[src/verilog/cgs_pkg.sv]
// Package for the codec gain sub-register bank: slot layout, prefixes, defaults.
// Assumes a single 40 MHz clock and an AXI4-Lite register port.
package cgs_pkg;
  // --------------------------------------------------------------------
  // Bus
  // --------------------------------------------------------------------
  localparam int          ADDR_W         = 4;
  localparam logic [3:0]  SLOT_ADDR      = 4'h0;
  localparam logic [3:0]  STATUS_ADDR    = 4'h4;
  localparam logic [1:0]  RESP_OKAY      = 2'b00;
  localparam logic [1:0]  RESP_SLVERR    = 2'b10;
  // --------------------------------------------------------------------
  // Slot byte layout
  // --------------------------------------------------------------------
  localparam int          PFX_HI         = 7;
  localparam int          PFX_LO         = 6;
  localparam int          STG_HI         = 5;
  localparam int          STG_LO         = 3;
  localparam int          RSV_BIT        = 2;
  localparam int          INPUT_BUFFER_GAIN_CODE_HI        = 1;
  localparam int          INPUT_BUFFER_GAIN_CODE_LO        = 0;
  localparam logic [1:0]  PFX_ADC        = 2'b00;
  localparam logic [1:0]  PFX_DAC        = 2'b01;
  localparam logic [1:0]  PFX_STB        = 2'b10;
  localparam logic [1:0]  PFX_VER        = 2'b11;
  // --------------------------------------------------------------------
  // Reset values and codes
  // --------------------------------------------------------------------
  localparam logic [5:0]  GAIN_RESET     = 6'h2a;
  localparam logic [5:0]  GAIN_MUTE      = 6'h3f;
  localparam logic [2:0]  STG_RESET      = 3'h7;
  localparam logic [1:0]  INPUT_BUFFER_GAIN_CODE_RESET     = 2'h0;
  // Version identifier; value is arbitrary
  localparam logic [5:0]  VERSION_ID     = 6'h15;
  // Read sequence phase
  typedef enum logic [1:0] {
    CGS_RD_ADC = 2'b00,
    CGS_RD_DAC = 2'b01,
    CGS_RD_STB = 2'b10,
    CGS_RD_VER = 2'b11
  } cgs_rd_t;
endpackage : cgs_pkg

[src/verilog/cgs_decode.sv]
// Gain decoder: turns stored codes into dB settings (signed for DAC and sidetone, unsigned for input buffer) and mute flags.
// Assumes codes come from registers on the same clock.
`timescale 1ns/1ps
`default_nettype none
module cgs_decode (
  input  wire logic [5:0] dac_gain_code,
  input  wire logic [2:0] sidetone_gain_code,
  input  wire logic [1:0] input_buffer_gain_code,
  output logic            dac_mute,
  output logic signed [7:0] dac_gain_db,
  output logic            sidetone_mute,
  output logic signed [7:0] sidetone_gain_db,
  output logic [7:0]      input_buffer_gain_db
);
  import cgs_pkg::*;
  // --------------------------------------------------------------------
  // Decoding
  // --------------------------------------------------------------------
  always_comb begin
    dac_mute    = (dac_gain_code == GAIN_MUTE);
    dac_gain_db = 8'(signed'({2'b00, dac_gain_code}) - 8'sd42);
    sidetone_mute    = (sidetone_gain_code == STG_RESET);
    sidetone_gain_db = 8'(-8'sd3 - 8'sd3 * signed'({5'b0, sidetone_gain_code}));
    case (input_buffer_gain_code)
      2'b11:   input_buffer_gain_db = 8'd24;
      2'b10:   input_buffer_gain_db = 8'd12;
      2'b01:   input_buffer_gain_db = 8'd6;
      default: input_buffer_gain_db = 8'd0;
    endcase
  end
endmodule : cgs_decode
`default_nettype wire

[src/verilog/cgs_regs.sv]
// Codec gain sub-register bank behind an AXI4-Lite slave.
// Assumes one clock aclk at 40 MHz and synchronous active-low reset.
//
// The placing of the registers and the AXI4-Lite interface to the registers were chosen for this implementation.
`timescale 1ns/1ps
`default_nettype none
module cgs_regs (
  input  wire logic                 aclk,
  input  wire logic                 aresetn,
  input  wire logic [cgs_pkg::ADDR_W-1:0] s_axi_awaddr,
  input  wire logic                 s_axi_awvalid,
  output logic                      s_axi_awready,
  input  wire logic [31:0]          s_axi_wdata,
  input  wire logic [3:0]           s_axi_wstrb,
  input  wire logic                 s_axi_wvalid,
  output logic                      s_axi_wready,
  output logic [1:0]                s_axi_bresp,
  output logic                      s_axi_bvalid,
  input  wire logic                 s_axi_bready,
  input  wire logic [cgs_pkg::ADDR_W-1:0] s_axi_araddr,
  input  wire logic                 s_axi_arvalid,
  output logic                      s_axi_arready,
  output logic [31:0]               s_axi_rdata,
  output logic [1:0]                s_axi_rresp,
  output logic                      s_axi_rvalid,
  input  wire logic                 s_axi_rready,
  output logic [5:0]                adc_gain_code,
  output logic [5:0]                dac_gain_code,
  output logic [2:0]                sidetone_gain_code,
  output logic [1:0]                input_buffer_gain_code,
  output logic                      dac_mute,
  output logic signed [7:0]         dac_gain_db,
  output logic                      sidetone_mute,
  output logic signed [7:0]         sidetone_gain_db,
  output logic [7:0]                input_buffer_gain_db
);
  import cgs_pkg::*;

  // --------------------------------------------------------------------
  // Write channel capture
  // --------------------------------------------------------------------
  logic                  aw_held;
  logic [ADDR_W-1:0]     aw_addr;
  logic                  w_held;
  logic [7:0]            w_byte;
  logic                  w_lane0;
  logic                  wr_fire;
  cgs_rd_t               rd_phase;

  assign s_axi_awready = !aw_held && !s_axi_bvalid;
  assign s_axi_wready  = !w_held && !s_axi_bvalid;
  assign wr_fire       = aw_held && w_held && !s_axi_bvalid;

  always_ff @(posedge aclk) begin
    if (!aresetn) begin
      aw_held <= 1'b0;
      aw_addr <= '0;
    end else if (s_axi_awvalid && s_axi_awready) begin
      aw_held <= 1'b1;
      aw_addr <= s_axi_awaddr;
    end else if (wr_fire) begin
      aw_held <= 1'b0;
    end
  end

  always_ff @(posedge aclk) begin
    if (!aresetn) begin
      w_held  <= 1'b0;
      w_byte  <= 8'h00;
      w_lane0 <= 1'b0;
    end else if (s_axi_wvalid && s_axi_wready) begin
      w_held  <= 1'b1;
      w_byte  <= s_axi_wdata[7:0];
      w_lane0 <= s_axi_wstrb[0];
    end else if (wr_fire) begin
      w_held <= 1'b0;
    end
  end

  always_ff @(posedge aclk) begin
    if (!aresetn) begin
      s_axi_bvalid <= 1'b0;
      s_axi_bresp  <= RESP_OKAY;
    end else if (wr_fire) begin
      s_axi_bvalid <= 1'b1;
      s_axi_bresp  <= (aw_addr == SLOT_ADDR || aw_addr == STATUS_ADDR) ? RESP_OKAY
                                                                        : RESP_SLVERR;
    end else if (s_axi_bready) begin
      s_axi_bvalid <= 1'b0;
    end
  end

  // --------------------------------------------------------------------
  // Sub-register storage
  // --------------------------------------------------------------------
  logic slot_wr;
  assign slot_wr = wr_fire && w_lane0 && (aw_addr == SLOT_ADDR);

  always_ff @(posedge aclk) begin
    if (!aresetn) begin
      adc_gain_code <= GAIN_RESET;
    end else if (slot_wr && w_byte[PFX_HI:PFX_LO] == PFX_ADC) begin
      adc_gain_code <= w_byte[5:0];
    end
  end

  always_ff @(posedge aclk) begin
    if (!aresetn) begin
      dac_gain_code <= GAIN_RESET;
    end else if (slot_wr && w_byte[PFX_HI:PFX_LO] == PFX_DAC) begin
      dac_gain_code <= w_byte[5:0];
    end
  end

  always_ff @(posedge aclk) begin
    if (!aresetn) begin
      sidetone_gain_code     <= STG_RESET;
      input_buffer_gain_code <= INPUT_BUFFER_GAIN_CODE_RESET;
    end else if (slot_wr && w_byte[PFX_HI:PFX_LO] == PFX_STB) begin
      sidetone_gain_code     <= w_byte[STG_HI:STG_LO];
      input_buffer_gain_code <= w_byte[INPUT_BUFFER_GAIN_CODE_HI:INPUT_BUFFER_GAIN_CODE_LO];
    end
  end
  // Prefix 11 writes change nothing: identifier is read-only

  // --------------------------------------------------------------------
  // Read channel and slot read sequence
  // --------------------------------------------------------------------
  logic [7:0] slot_byte;
  logic       rd_fire;
  assign s_axi_arready = !s_axi_rvalid;
  assign rd_fire       = s_axi_arvalid && s_axi_arready;

  always_comb begin
    case (rd_phase)
      CGS_RD_ADC: slot_byte = {PFX_ADC, adc_gain_code};
      CGS_RD_DAC: slot_byte = {PFX_DAC, dac_gain_code};
      CGS_RD_STB: slot_byte = {PFX_STB, sidetone_gain_code, 1'b0,
                               input_buffer_gain_code};
      CGS_RD_VER: slot_byte = {PFX_VER, VERSION_ID};
      default:    slot_byte = 8'h00;
    endcase
  end

  always_ff @(posedge aclk) begin
    if (!aresetn) begin
      rd_phase <= CGS_RD_ADC;
    end else if (rd_fire && s_axi_araddr == SLOT_ADDR) begin
      rd_phase <= cgs_rd_t'(2'(rd_phase + 2'd1));
    end
  end

  always_ff @(posedge aclk) begin
    if (!aresetn) begin
      s_axi_rvalid <= 1'b0;
      s_axi_rdata  <= 32'h0000_0000;
      s_axi_rresp  <= RESP_OKAY;
    end else if (rd_fire) begin
      s_axi_rvalid <= 1'b1;
      s_axi_rresp  <= RESP_OKAY;
      if (s_axi_araddr == SLOT_ADDR) begin
        s_axi_rdata <= {24'h000000, slot_byte};
      end else if (s_axi_araddr == STATUS_ADDR) begin
        s_axi_rdata <= {30'h0, rd_phase};
      end else begin
        s_axi_rdata <= 32'h0000_0000;
        s_axi_rresp <= RESP_SLVERR;
      end
    end else if (s_axi_rready) begin
      s_axi_rvalid <= 1'b0;
    end
  end

  // --------------------------------------------------------------------
  // Gain decoding
  // --------------------------------------------------------------------
  cgs_decode u_decode (
    .dac_gain_code          (dac_gain_code),
    .sidetone_gain_code     (sidetone_gain_code),
    .input_buffer_gain_code (input_buffer_gain_code),
    .dac_mute               (dac_mute),
    .dac_gain_db            (dac_gain_db),
    .sidetone_mute          (sidetone_mute),
    .sidetone_gain_db       (sidetone_gain_db),
    .input_buffer_gain_db   (input_buffer_gain_db)
  );

  function automatic logic araddr_slot();
    return s_axi_araddr == SLOT_ADDR;
  endfunction : araddr_slot
endmodule : cgs_regs
`default_nettype wire

[config.mk]
export PLATFORM = sky130hd
export DESIGN_NAME = cgs_regs
export DESIGN_NICKNAME = d
export VERILOG_FILES = /design/src/verilog/cgs_pkg.sv /design/src/verilog/cgs_decode.sv /design/src/verilog/cgs_regs.sv
export SDC_FILE = /design/constraint.sdc
export NUM_CORES = 1
export LEC_CHECK = 0
export ABC_AREA = 1
export BUFFER_PORTS_ARGS = -buffer_cell sky130_fd_sc_hd__buf_2
export CORE_MARGIN = 2
export CORE_UTILIZATION = 41
export DETAILED_ROUTE_END_ITERATION = 8
export PLACE_DENSITY = 0.87
export SLEW_MARGIN = 10
export SYNTH_ARGS = -nofsm -noshare
export SYNTH_HDL_FRONTEND = slang
export SYNTH_HIERARCHICAL = 1
export SYNTH_SLANG_ARGS = --single-unit
[constraint.sdc]
create_clock -name aclk -period 1.9 [get_ports aclk]
set_input_delay 0.38 -clock aclk [delete_from_list [all_inputs] [get_ports aclk]]
set_output_delay 0.38 -clock aclk [all_outputs]
set_load 0.02 [all_outputs]
; After elaboration in Yosys (flattened, before gate mapping)
; Index checks and enable logic that the tools add are counted.
[totals]
register_bits = 72
latch_bits = 0
ram_bits = 0
mem_bits_ro = 0
input_bits = 51
out_inout_bits = 84
elab_cells = 71
memories = 0
[classes]
n_addsub = 3
n_mul = 1
div_mod_pow = 0
magnitude_cmp = 0
n_eq_ne = 12
shifts = 0
n_mux = 14
n_bitwise = 0
n_reduce_logical = 26
[ops]
columns = op, n
row1 = $pmux 8 s4, 1
row2 = $pmux 5 s3, 1
row3 = $logic_and 1x1->1, 13
row4 = $eq 2x2->1 const B, 5
row5 = $eq 4x3->1 const B, 2
row6 = $logic_not 4->1, 2
row7 = $mux 2, 4
row8 = $mux 8, 1
row9 = $reduce_bool 2->1, 4
row10 = $sub 3x8->8 const A, 1
row11 = $mux 1, 7
row12 = $sub 6x6->7 const B, 1
row13 = $eq 2x1->1 const B, 3
row14 = $eq 6x6->1 const B, 1
row15 = $mul 2x3->5 const A, 1
row16 = $logic_not 1->1, 4
row17 = $logic_not 2->1, 2
row18 = $eq 3x3->1 const B, 1
row19 = $add 2x1->2 const B, 1
row20 = $logic_or 1x1->1, 1

; Logic depth before layout (Yosys ltp)
; Gate-level depths: netlist of run 1.
[logic_depth]
ltp_word = 5
depth_mapped = 8
depth_no_buf = 8

; Modules after synthesis
; Netlist of run 1, hierarchy kept.
[by_module_without_submodules]
columns = mod, n_inst, cells_per_inst, area_per_inst_um2, seq_area_each_um2
row1 = cgs_regs, 1, 303, 2200.9, 920.9
row2 = cgs_decode, 1, 71, 432.9, 0.0

; Worst setup path after synthesis of run 1
; No wires, ideal clock.
[synth_path]
kind = register -> output
startpoint = register sidetone_gain_code[1]
endpoint = output port sidetone_gain_db[3]
arrival_ns = 1.886
slack_ns = -0.366
path_stages_with_launch = 8
cell_sequence = dfxtp_1 ha_1 inv_1 fa_1 inv_1 ha_1 nand3b_1 nand2_1
[synth_via]
elab_chain_cells = 2
[synth_lines]
columns = item, line
row1 = from (decl), cgs_regs.sv:29  ; output logic [2:0] sidetone_gain_code,
row2 = from (signal assigned), cgs_regs.sv:120  ; sidetone_gain_code <= w_byte[STG_HI:STG_LO];
row3 = $mul 2x3->5, cgs_decode.sv:23  ; sidetone_gain_db = 8'(-8'sd3 - 8'sd3 * signed'({5'b0, sidetone_gain_code}));
row4 = $sub 3x8->8, cgs_decode.sv:23
row5 = to (decl), cgs_regs.sv:34  ; output logic signed [7:0] sidetone_gain_db,
; No other way between the ends.

; Worst setup path in the final report of run 1
; Same ends and word-level chain as after synthesis.

==> flow_metrics.env, run 1 <==
export IMPL_r2r_cells=6
export IMPL_setup_viol=4
export IMPL_max_freq_mhz=440
export IMPL_status="complete, but fails checks"
export IMPL_hold_viol=0
export IMPL_endpoint="sidetone_gain_db[3]"
export IMPL_synth_top_area_share=0.350
export IMPL_cts_buffers=5
export IMPL_drc=0
export IMPL_clk_insertion_delay_late_ps=310
export IMPL_hold_buffers=0
export IMPL_fin_tns_setup_ps=-1260
export IMPL_nets=521
export IMPL_reg2reg_to="s_axi_rdata[4]$_SDFFE_PN0P_"
export IMPL_grt_max_degree=31
export IMPL_synth_top_cells_by_area="dfxtp_1, nand2_1, buf_4"
export IMPL_coreArea_sq_um=6280
export IMPL_yosysSeqAreaShare=0.350
export IMPL_grt_pass1_wl_um=9800
export IMPL_avgRoutedWirePerCell_um=11.1
export IMPL_drtPass1Iterations=4
export IMPL_netlist_instances=374
export IMPL_antenna_found_initial=0
export IMPL_critical_path_peak_fanout=4
export IMPL_synth_seq_cells=46
export IMPL_drt_iter0_markers=174
export IMPL_crit_type="reg -> out"
export IMPL_cp_end_kind="output pin"
export IMPL_vdd_drop_max_v=0.000521
export IMPL_cts_tree="built"
export IMPL_power_density_nw_per_um2=656
export IMPL_clkTransAtPathRegs_ps=90
export IMPL_gp_congestion=0.883
export IMPL_slowest_stage="fa_1"
export IMPL_io_buffer_count=75
export IMPL_setup_slack_ps=-372
export IMPL_holdWs_ps=332
export IMPL_fin_crit_sh=1.20
export IMPL_tightestPinTransition_ps=541
export IMPL_hpwl_um=4630
export IMPL_critPathMaxStageDelay_ps=500
export IMPL_overflow=0
export IMPL_violations="negative setup slack"
export IMPL_cts_buffer_depth=2
export IMPL_layout_commonest_cell="nand2_1"
export IMPL_drv_slew=0
export IMPL_synth_area_sq_um=2630
export IMPL_io_pins=135
export IMPL_yosys_warnings=6
export IMPL_ff2ff_setup_slack_ps=320
export IMPL_placed_area_sq_um=3040
export IMPL_power_mw=2.08
export IMPL_finalInstanceArea_sq_um=3170
export IMPL_synth_top_cell_by_area="dfxtp_1"
export IMPL_crit_arrival_ps=1890
export IMPL_area_delta_synth_final_pct=20.5
export IMPL_fillers=600
export IMPL_worstPathCellList="ha_4 > inv_2 > fa_1 > inv_2 > ha_4 > nand3b_1 > nand2_2 > buf_6"
export IMPL_p_leak_nw=1.67
export IMPL_cts_root_buffer="clkbuf_8"
export IMPL_cp_startpoint="sidetone_gain_code[1]$_SDFFE_PN1P_"
export IMPL_diodes=0
export IMPL_die_w_um=84.2
export IMPL_ys_types=29
export IMPL_rsz0062_at_grt="true"
export IMPL_ant_nets=0
export IMPL_vias=2475
export IMPL_track_usage=0.166
export IMPL_hold_path_class="in -> reg"
export IMPL_num_rows=29
export IMPL_final_cell_mix="nand2_1, buf_2, nor2_1"
export IMPL_finClkSkew_ps=8.23
export IMPL_initial_core_util=0.420
export IMPL_viasPerCell=4.65
export IMPL_worstReg2RegStart="rd_phase[0]$_SDFFE_PN0P_"
export IMPL_maxSlewHeadroom=0.639
export IMPL_cts_sinks=46
export IMPL_worstPathRequired_ps=1520
export IMPL_post_route_min_period_ps=2270
export IMPL_htreeDepth=2
export IMPL_grt_pass1_vias=2227
export IMPL_wl_um=5920
export IMPL_start_kind="flop"
export IMPL_drive_gt1_frac=0.259
export IMPL_fp_dieH_um=84.2
export IMPL_fin_util=0.505
export IMPL_dieArea_sq_um=7080
export IMPL_cap_violations=0
export IMPL_syn_avg_cell_area_sq_um=7.04
[power by group]
group	total, mW	internal (mW)	leakage [nW]	switching, mW
Clock	0.759	0.429	0.0585	0.330
Combinational	0.287	0.0802	1.23	0.206
Sequential	1.04	1.00	0.375	0.0362
Total	2.08	1.51	1.67	0.573
[flip-flops by register name, summed over array words and instances, names as in the netlist]
name / count
s_axi_rvalid: 1
sidetone_gain_code: 3
s_axi_bresp: 1
dac_gain_code: 6
w_lane0: 1
s_axi_bvalid: 1
aw_addr: 4
adc_gain_code: 6
aw_held: 1
input_buffer_gain_code: 2
rd_phase: 2
s_axi_rdata: 8
w_held: 1
s_axi_rresp: 1
w_byte: 8
[per-layer routing]
layer / track usage / routed length [um] / vias up
li1: - / - / 1271
met1: 0.197 / 2490 / 1096
met2: 0.288 / 2850 / 95
met3: 0.0472 / 455 / 13
met4: 0.0557 / 121 / 0
met5: 0 / 0 / -
[final cells by class]
type                    count  area (sq um)  area share
multi-input cells         275          1400       0.442
flip-flops and latches     46           933       0.294
repair buffers             85           468       0.147
inverters                  41           156      0.0493
well taps                  77          96.3      0.0304
clock buffers               7          86.3      0.0272
clock inverters             1          30.0     0.00946
[logic make-up (layout without fill, tap and decap cells)]
logic type | count (synthesis) | after routing | share of synthesized area
AOI/OAI and AO/OA | 49 | 49 | 0.0964
xor gates and xnor gates | 1 | 1 | 0.00333
and+or+nand+nor | 177 | 177 | 0.298
DFF | 46 | 46 | 0.350
adders and majority gates | 16 | 16 | 0.0789
other | 3 | 32 | 0.00428
buffers and inverters | 82 | 134 | 0.170
[synthesized netlist by cell type, drive strengths merged]
master  number
nand4        2
o21ai       20
a21oi       27
buf         39
nand3       38
ha          15
clkbuf       2
inv         40
xnor2        1
nor2        55
clkinv       1
conb         3
o21a         1
dfxtp       46
or2          1
nand2       80
fa           1
nand3b       1
a21o         1
[how the worst min path moves through the flow]
stage / startpoint / end / depth (start not counted)
4_1_cts: s_axi_wdata[4] / w_byte[4]$_SDFFE_PN0P_ / 3
2_1_floorplan: aw_addr[3]$_SDFFE_PN0P_ / aw_addr[3]$_SDFFE_PN0P_ / 2
3_3_place_gp: s_axi_rdata[2]$_SDFFE_PN0P_ / s_axi_rdata[2]$_SDFFE_PN0P_ / 2
6_report: s_axi_wdata[2] / w_byte[2]$_SDFFE_PN0P_ / 3
3_5_place_dp: s_axi_rdata[6]$_SDFFE_PN0P_ / s_axi_rdata[6]$_SDFFE_PN0P_ / 2
5_1_grt: s_axi_awaddr[1] / aw_addr[1]$_SDFFE_PN0P_ / 3
[critical path, delay by kind of cell (launching register included)]
family                   cells  cell delay (ps)
AND/OR/NAND/NOR              2              240
buffers and inverters        3              190
flip-flops                   1              380
adder cells (fa/ha/maj)      3              780
[metrics by stage]
stage	cells	worst slack, ps
CTS	532	-391
global placement	524	-80.7
detailed placement	524	-111
finish	532	-372
global route	532	-480
floorplan	403	-108
[what timing repair did]
| action | in CTS | in global routing |
|---|---|---|
| pin swaps | 3 | 0 |
| resized for setup | 6 | 2 |
| setup buffers | 0 | 0 |
| setup endpoints to repair | 5 | 5 |
(Power assumes the default switching activity.)
==> run 2: changes to the inputs <==
Settings changed: CORE_UTILIZATION 41 to 46, PLACE_DENSITY 0.87 to 0.92.
Clock period 1.9 ns to 2.1 ns, I/O delays scaled along.
==> run 2 against run 1 <==
Effect of this change:
- the run still ends with negative setup slack left
- hold slack gained 41 ps
- total power shrank 16%
- setup slack gained 130 ps
- sequential power shrank 9.8%
- non-clock buffer count shrank 4
- global-route usage grew 2.2 points
- clock skew shrank 4.6 ps
- critical path depth is the same
- sequential share of layout area grew 0.54 points
- critical path type unchanged
- largest cell class unchanged
==> flow_metrics.env, run 2 (same netlist as run 1, synthesis figures left out) <==
export IMPL_grtUsageMet1=0.225
export IMPL_num_rows=27
export IMPL_hold_path_class="in -> reg"
export IMPL_dieArea_sq_um=6350
export IMPL_wl_um=5980
export IMPL_grt_max_degree=24
export IMPL_clk_insertion_delay_late_ps=300
export IMPL_setup_slack_ps=-238
export IMPL_hold_depth=3
export IMPL_overflow=0
export IMPL_max_freq_mhz=428
export IMPL_coreArea_sq_um=5510
export IMPL_cts_buffer_depth=2
export IMPL_crit_arrival_ps=1920
export IMPL_power_mw=1.75
export IMPL_fin_crit_sh=1.11
export IMPL_fp_dieH_um=79.7
export IMPL_hpwl_um=4630
export IMPL_nets=517
export IMPL_post_route_min_period_ps=2340
export IMPL_worstPathRequired_ps=1680
export IMPL_drtPass1Iterations=4
export IMPL_drc=0
export IMPL_cts_buffers=5
export IMPL_hp_start="s_axi_awaddr[2]"
export IMPL_power_density_nw_per_um2=565
export IMPL_initial_core_util=0.478
export IMPL_cp_end_kind="output pin"
export IMPL_critPathMaxStageDelay_ps=510
export IMPL_worstPathCellList="ha_4 > inv_2 > fa_1 > inv_2 > ha_4 > nand3b_1 > nand2_2 > buf_6"
export IMPL_worstReg2RegStart="rd_phase[0]$_SDFFE_PN0P_"
export IMPL_critPathBufInv=3
export IMPL_track_usage=0.188
export IMPL_drt_iter0_markers=132
export IMPL_drive_gt1_frac=0.251
export IMPL_finClkSkew_ps=3.63
export IMPL_area_delta_synth_final_pct=17.8
export IMPL_critical_path_peak_fanout=5
export IMPL_top_usage_layer="met2"
export IMPL_holdWs_ps=373
export IMPL_io_pins=135
export IMPL_io_buffer_count=75
export IMPL_antenna_found_initial=0
export IMPL_min_to="aw_addr[2]$_SDFFE_PN0P_"
export IMPL_setup_viol=4
export IMPL_place_ws_ps=-25.9
export IMPL_vias=2501
export IMPL_grt_pass1_vias=2178
export IMPL_crit_type="reg -> out"
export IMPL_use_met3=0.0373
export IMPL_r2r_cells=6
export IMPL_status="complete, but fails checks"
export IMPL_cts_tree="built"
export IMPL_grt_pass1_wl_um=9520
export IMPL_cap_violations=0
export IMPL_viasPerCell=4.78
export IMPL_layout_commonest_cell="nand2_1"
export IMPL_grt_util_met2=0.329
export IMPL_start_kind="flop"
export IMPL_ant_nets=0
export IMPL_slowest_stage="fa_1"
export IMPL_fin_util=0.564
export IMPL_cts_root_buffer="clkbuf_8"
export IMPL_largest_registers="s_axi_rdata: 8 flops, w_byte: 8 flops"
export IMPL_final_cell_mix="nand2_1, buf_2, nor2_1"
export IMPL_fillers=527
export IMPL_diodes=0
export IMPL_p_leak_nw=1.64
export IMPL_violations="negative setup slack"
export IMPL_gp_congestion=0.852
export IMPL_reg2reg_to="s_axi_rdata[4]$_SDFFE_PN0P_"
export IMPL_cts_sinks=46
export IMPL_rsz0062_at_grt="true"
export IMPL_avgRoutedWirePerCell_um=11.4
export IMPL_die_w_um=79.7
export IMPL_tightestPinTransition_ps=535
export IMPL_ff2ff_setup_slack_ps=510
export IMPL_fin_tns_setup_ps=-716
export IMPL_clkTransAtPathRegs_ps=80
export IMPL_maxSlewHeadroom=0.643
export IMPL_drv_slew=0
export IMPL_vdd_drop_max_v=0.000511
export IMPL_hold_buffers=0
export IMPL_hold_viol=0
export IMPL_htreeDepth=2
export IMPL_critPathTopFamily="adder cells"
## run 2: worst min-delay path: stages
cell and delay [ps]:
buf_2 70, o21ai_0 80, nor2_1 80
## run 2: metal layers
layer | share of wire | wire length, um
met1 | 0.42 | 2530
met4 | 0.019 | 111
met3 | 0.068 | 407
met5 | 0 | 0
met2 | 0.49 | 2930
## run 2: what timing repair did
action                                  CTS  global route
gates resized for setup                  10             0
pin swaps                                 4             0
endpoints found under the setup margin    4             4
setup buffers                             1             0
## run 2: report_power, final
group          switching, mW  total [mW]  internal, mW
logic                  0.187       0.256        0.0690
clock network          0.293       0.559         0.266
registers             0.0324       0.938         0.906
## run 2: through the flow
stage	instances	cell area, sq um
6_report	523	3100
5_1_grt	523	3100
4_1_cts	523	3100
3_5_place_dp	514	2980
3_3_place_gp	514	2980
2_1_floorplan	403	2770
## run 2: worst max-delay path by stage
stage	startpoint	end	slack, ps	cells after the start
floorplan	sidetone_gain_code[1]$_SDFFE_PN1P_	sidetone_gain_db[3]	5	7
detailed placement	sidetone_gain_code[1]$_SDFFE_PN1P_	sidetone_gain_db[3]	-30	8
finish	sidetone_gain_code[1]$_SDFFE_PN1P_	sidetone_gain_db[3]	-240	8
global placement	sidetone_gain_code[1]$_SDFFE_PN1P_	sidetone_gain_db[3]	20	8
CTS	sidetone_gain_code[1]$_SDFFE_PN1P_	sidetone_gain_db[4]	-240	9
global route	sidetone_gain_code[1]$_SDFFE_PN1P_	sidetone_gain_db[3]	-320	8
## run 2: area by class of cell
cell class | count | area, sq um | area share
Inverter | 41 | 154 | 0.0496
Tap cell | 72 | 90.1 | 0.0290
Clock inverter | 1 | 5.00 | 0.00161
Clock buffer | 7 | 86.3 | 0.0278
Sequential cell | 46 | 930 | 0.300
Timing Repair Buffer | 81 | 435 | 0.140
Multi-Input combinational cell | 275 | 1400 | 0.452
==> run 3: changes to the inputs <==
Settings changed: PLACE_DENSITY 0.92 to 0.85.
==> run 3 against run 2 <==
Effect of this change:
- the flow still finishes with violations (negative setup slack)
- combinational power barely moved
- total power barely moved
- die area stayed put
- setup slack got worse by 11 ps
- final area up 1.0%
==> flow_metrics.env, run 3 (same netlist as run 1, synthesis figures left out) <==
export IMPL_finClkSkew_ps=8.68
export IMPL_hold_viol=0
export IMPL_initial_core_util=0.478
export IMPL_cts_root_buffer="clkbuf_8"
export IMPL_cap_violations=0
export IMPL_avgRoutedWirePerCell_um=10.8
export IMPL_grt_max_degree=31
export IMPL_max_freq_mhz=426
export IMPL_hold_path_class="in -> reg"
export IMPL_post_route_min_period_ps=2350
export IMPL_start_kind="flop"
export IMPL_crit_arrival_ps=1930
export IMPL_rsz0062_at_grt="true"
export IMPL_grt_pass1_vias=2195
export IMPL_nets=519
export IMPL_clk_insertion_delay_late_ps=300
export IMPL_power_density_nw_per_um2=559
export IMPL_grt_pass1_wl_um=9590
export IMPL_cts_buffers=5
export IMPL_status="complete, but fails checks"
export IMPL_drtPass1Iterations=4
export IMPL_hold_buffers=0
export IMPL_grtUsageMet1=0.232
export IMPL_coreArea_sq_um=5510
export IMPL_worstPathRequired_ps=1680
export IMPL_fin_crit_sh=1.12
export IMPL_crit_type="reg -> out"
export IMPL_fp_dieH_um=79.7
export IMPL_vias=2412
export IMPL_top_usage_layer="met2"
export IMPL_setup_viol=4
export IMPL_holdWs_ps=370
export IMPL_cts_sinks=46
export IMPL_clkTransAtPathRegs_ps=90
export IMPL_wl_um=5680
export IMPL_critical_path_peak_fanout=4
export IMPL_viasPerCell=4.59
export IMPL_hpwl_um=4420
export IMPL_use_met3=0.0520
export IMPL_ant_nets=0
export IMPL_fin_tns_setup_ps=-829
export IMPL_dieArea_sq_um=6350
export IMPL_die_w_um=79.7
export IMPL_drt_iter0_markers=144
export IMPL_largest_registers="s_axi_rdata: 8 flops, w_byte: 8 flops"
export IMPL_io_buffer_count=75
export IMPL_track_usage=0.188
export IMPL_cp_end_kind="output pin"
export IMPL_final_cell_mix="nand2_1, buf_2, nor2_1"
export IMPL_area_delta_synth_final_pct=19.0
export IMPL_gp_congestion=0.870
export IMPL_num_rows=27
export IMPL_cts_tree="built"
export IMPL_maxSlewHeadroom=0.641
export IMPL_drc=0
export IMPL_overflow=0
export IMPL_io_pins=135
export IMPL_drive_gt1_frac=0.260
export IMPL_diodes=0
export IMPL_htreeDepth=2
export IMPL_vdd_drop_max_v=0.000530
export IMPL_drv_slew=0
export IMPL_antenna_found_initial=0
export IMPL_setup_slack_ps=-248
export IMPL_tightestPinTransition_ps=538
export IMPL_fin_util=0.569
export IMPL_p_leak_nw=1.64
export IMPL_cts_buffer_depth=2
export IMPL_grt_util_met2=0.323
export IMPL_fillers=534
export IMPL_layout_commonest_cell="nand2_1"
export IMPL_violations="negative setup slack"
==> run 3: worst max-delay path: stages, from the launching register on <==
cell and delay, ps:
dfxtp_4 380, ha_4 140, inv_2 30, fa_2 530, inv_2 50, ha_4 150
nand3b_1 160, nand2_2 80, buf_6 110
==> run 3: final cells by class <==
| cell class | count | area, sq um | area share |
|---|---|---|---|
| clock inverter | 2 | 12.5 | 0.00399 |
| timing repair buffer | 83 | 457 | 0.146 |
| tap | 72 | 90.1 | 0.0287 |
| sequential | 46 | 930 | 0.296 |
| inverter | 41 | 154 | 0.0491 |
| clock buffer | 6 | 82.6 | 0.0263 |
| multi-input combinational | 275 | 1410 | 0.450 |
==> run 3: routing by layer <==
layer | vias to the layer above | wire, um
met5 | - | 0
met4 | 0 | 42
met3 | 4 | 391
met2 | 69 | 2750
met1 | 1074 | 2490
li1 | 1265 | -
==> run 3: path summary, 6_finish.rpt <==
check                                      from                     endpoint  slack (ps)  depth (start not counted)
max          sidetone_gain_code[1]$_SDFFE_PN1P_          sidetone_gain_db[3]        -250                          8
min                             s_axi_awaddr[1]      aw_addr[1]$_SDFFE_PN0P_         370                          3
max reg2reg            rd_phase[0]$_SDFFE_PN0P_  s_axi_rdata[4]$_SDFFE_PN0P_         510                          6
min reg2reg         s_axi_rdata[5]$_SDFFE_PN0P_  s_axi_rdata[5]$_SDFFE_PN0P_         460                          2
==> run 3: timing repair <==
action | in CTS | in global routing
setup buffers | 2 | 1
resized for setup | 12 | 2
pin swaps | 5 | 0
setup endpoints to repair | 4 | 4
==> run 3: through the flow <==
stage | cell area (sq um) | cells | total power, mW | setup slack (ps)
final | 3140 | 525 | 1.75 | -248
after global routing | 3140 | 525 | 1.84 | -330
after CTS | 3120 | 524 | 1.76 | -247
after detailed placement | 2980 | 514 | 1.21 | -28.3
after global placement | 2980 | 514 | 1.20 | 15.8
after floorplan | 2770 | 403 | 1.19 | 4.77
==> run 3: report_power, final <==
| part | switching, mW | leakage (nW) | internal, mW |
|---|---|---|---|
| logic | 0.184 | 1.22 | 0.0691 |
| clock network | 0.296 | 0.0472 | 0.265 |
| registers | 0.0328 | 0.375 | 0.906 |
| total | 0.513 | 1.64 | 1.24 |
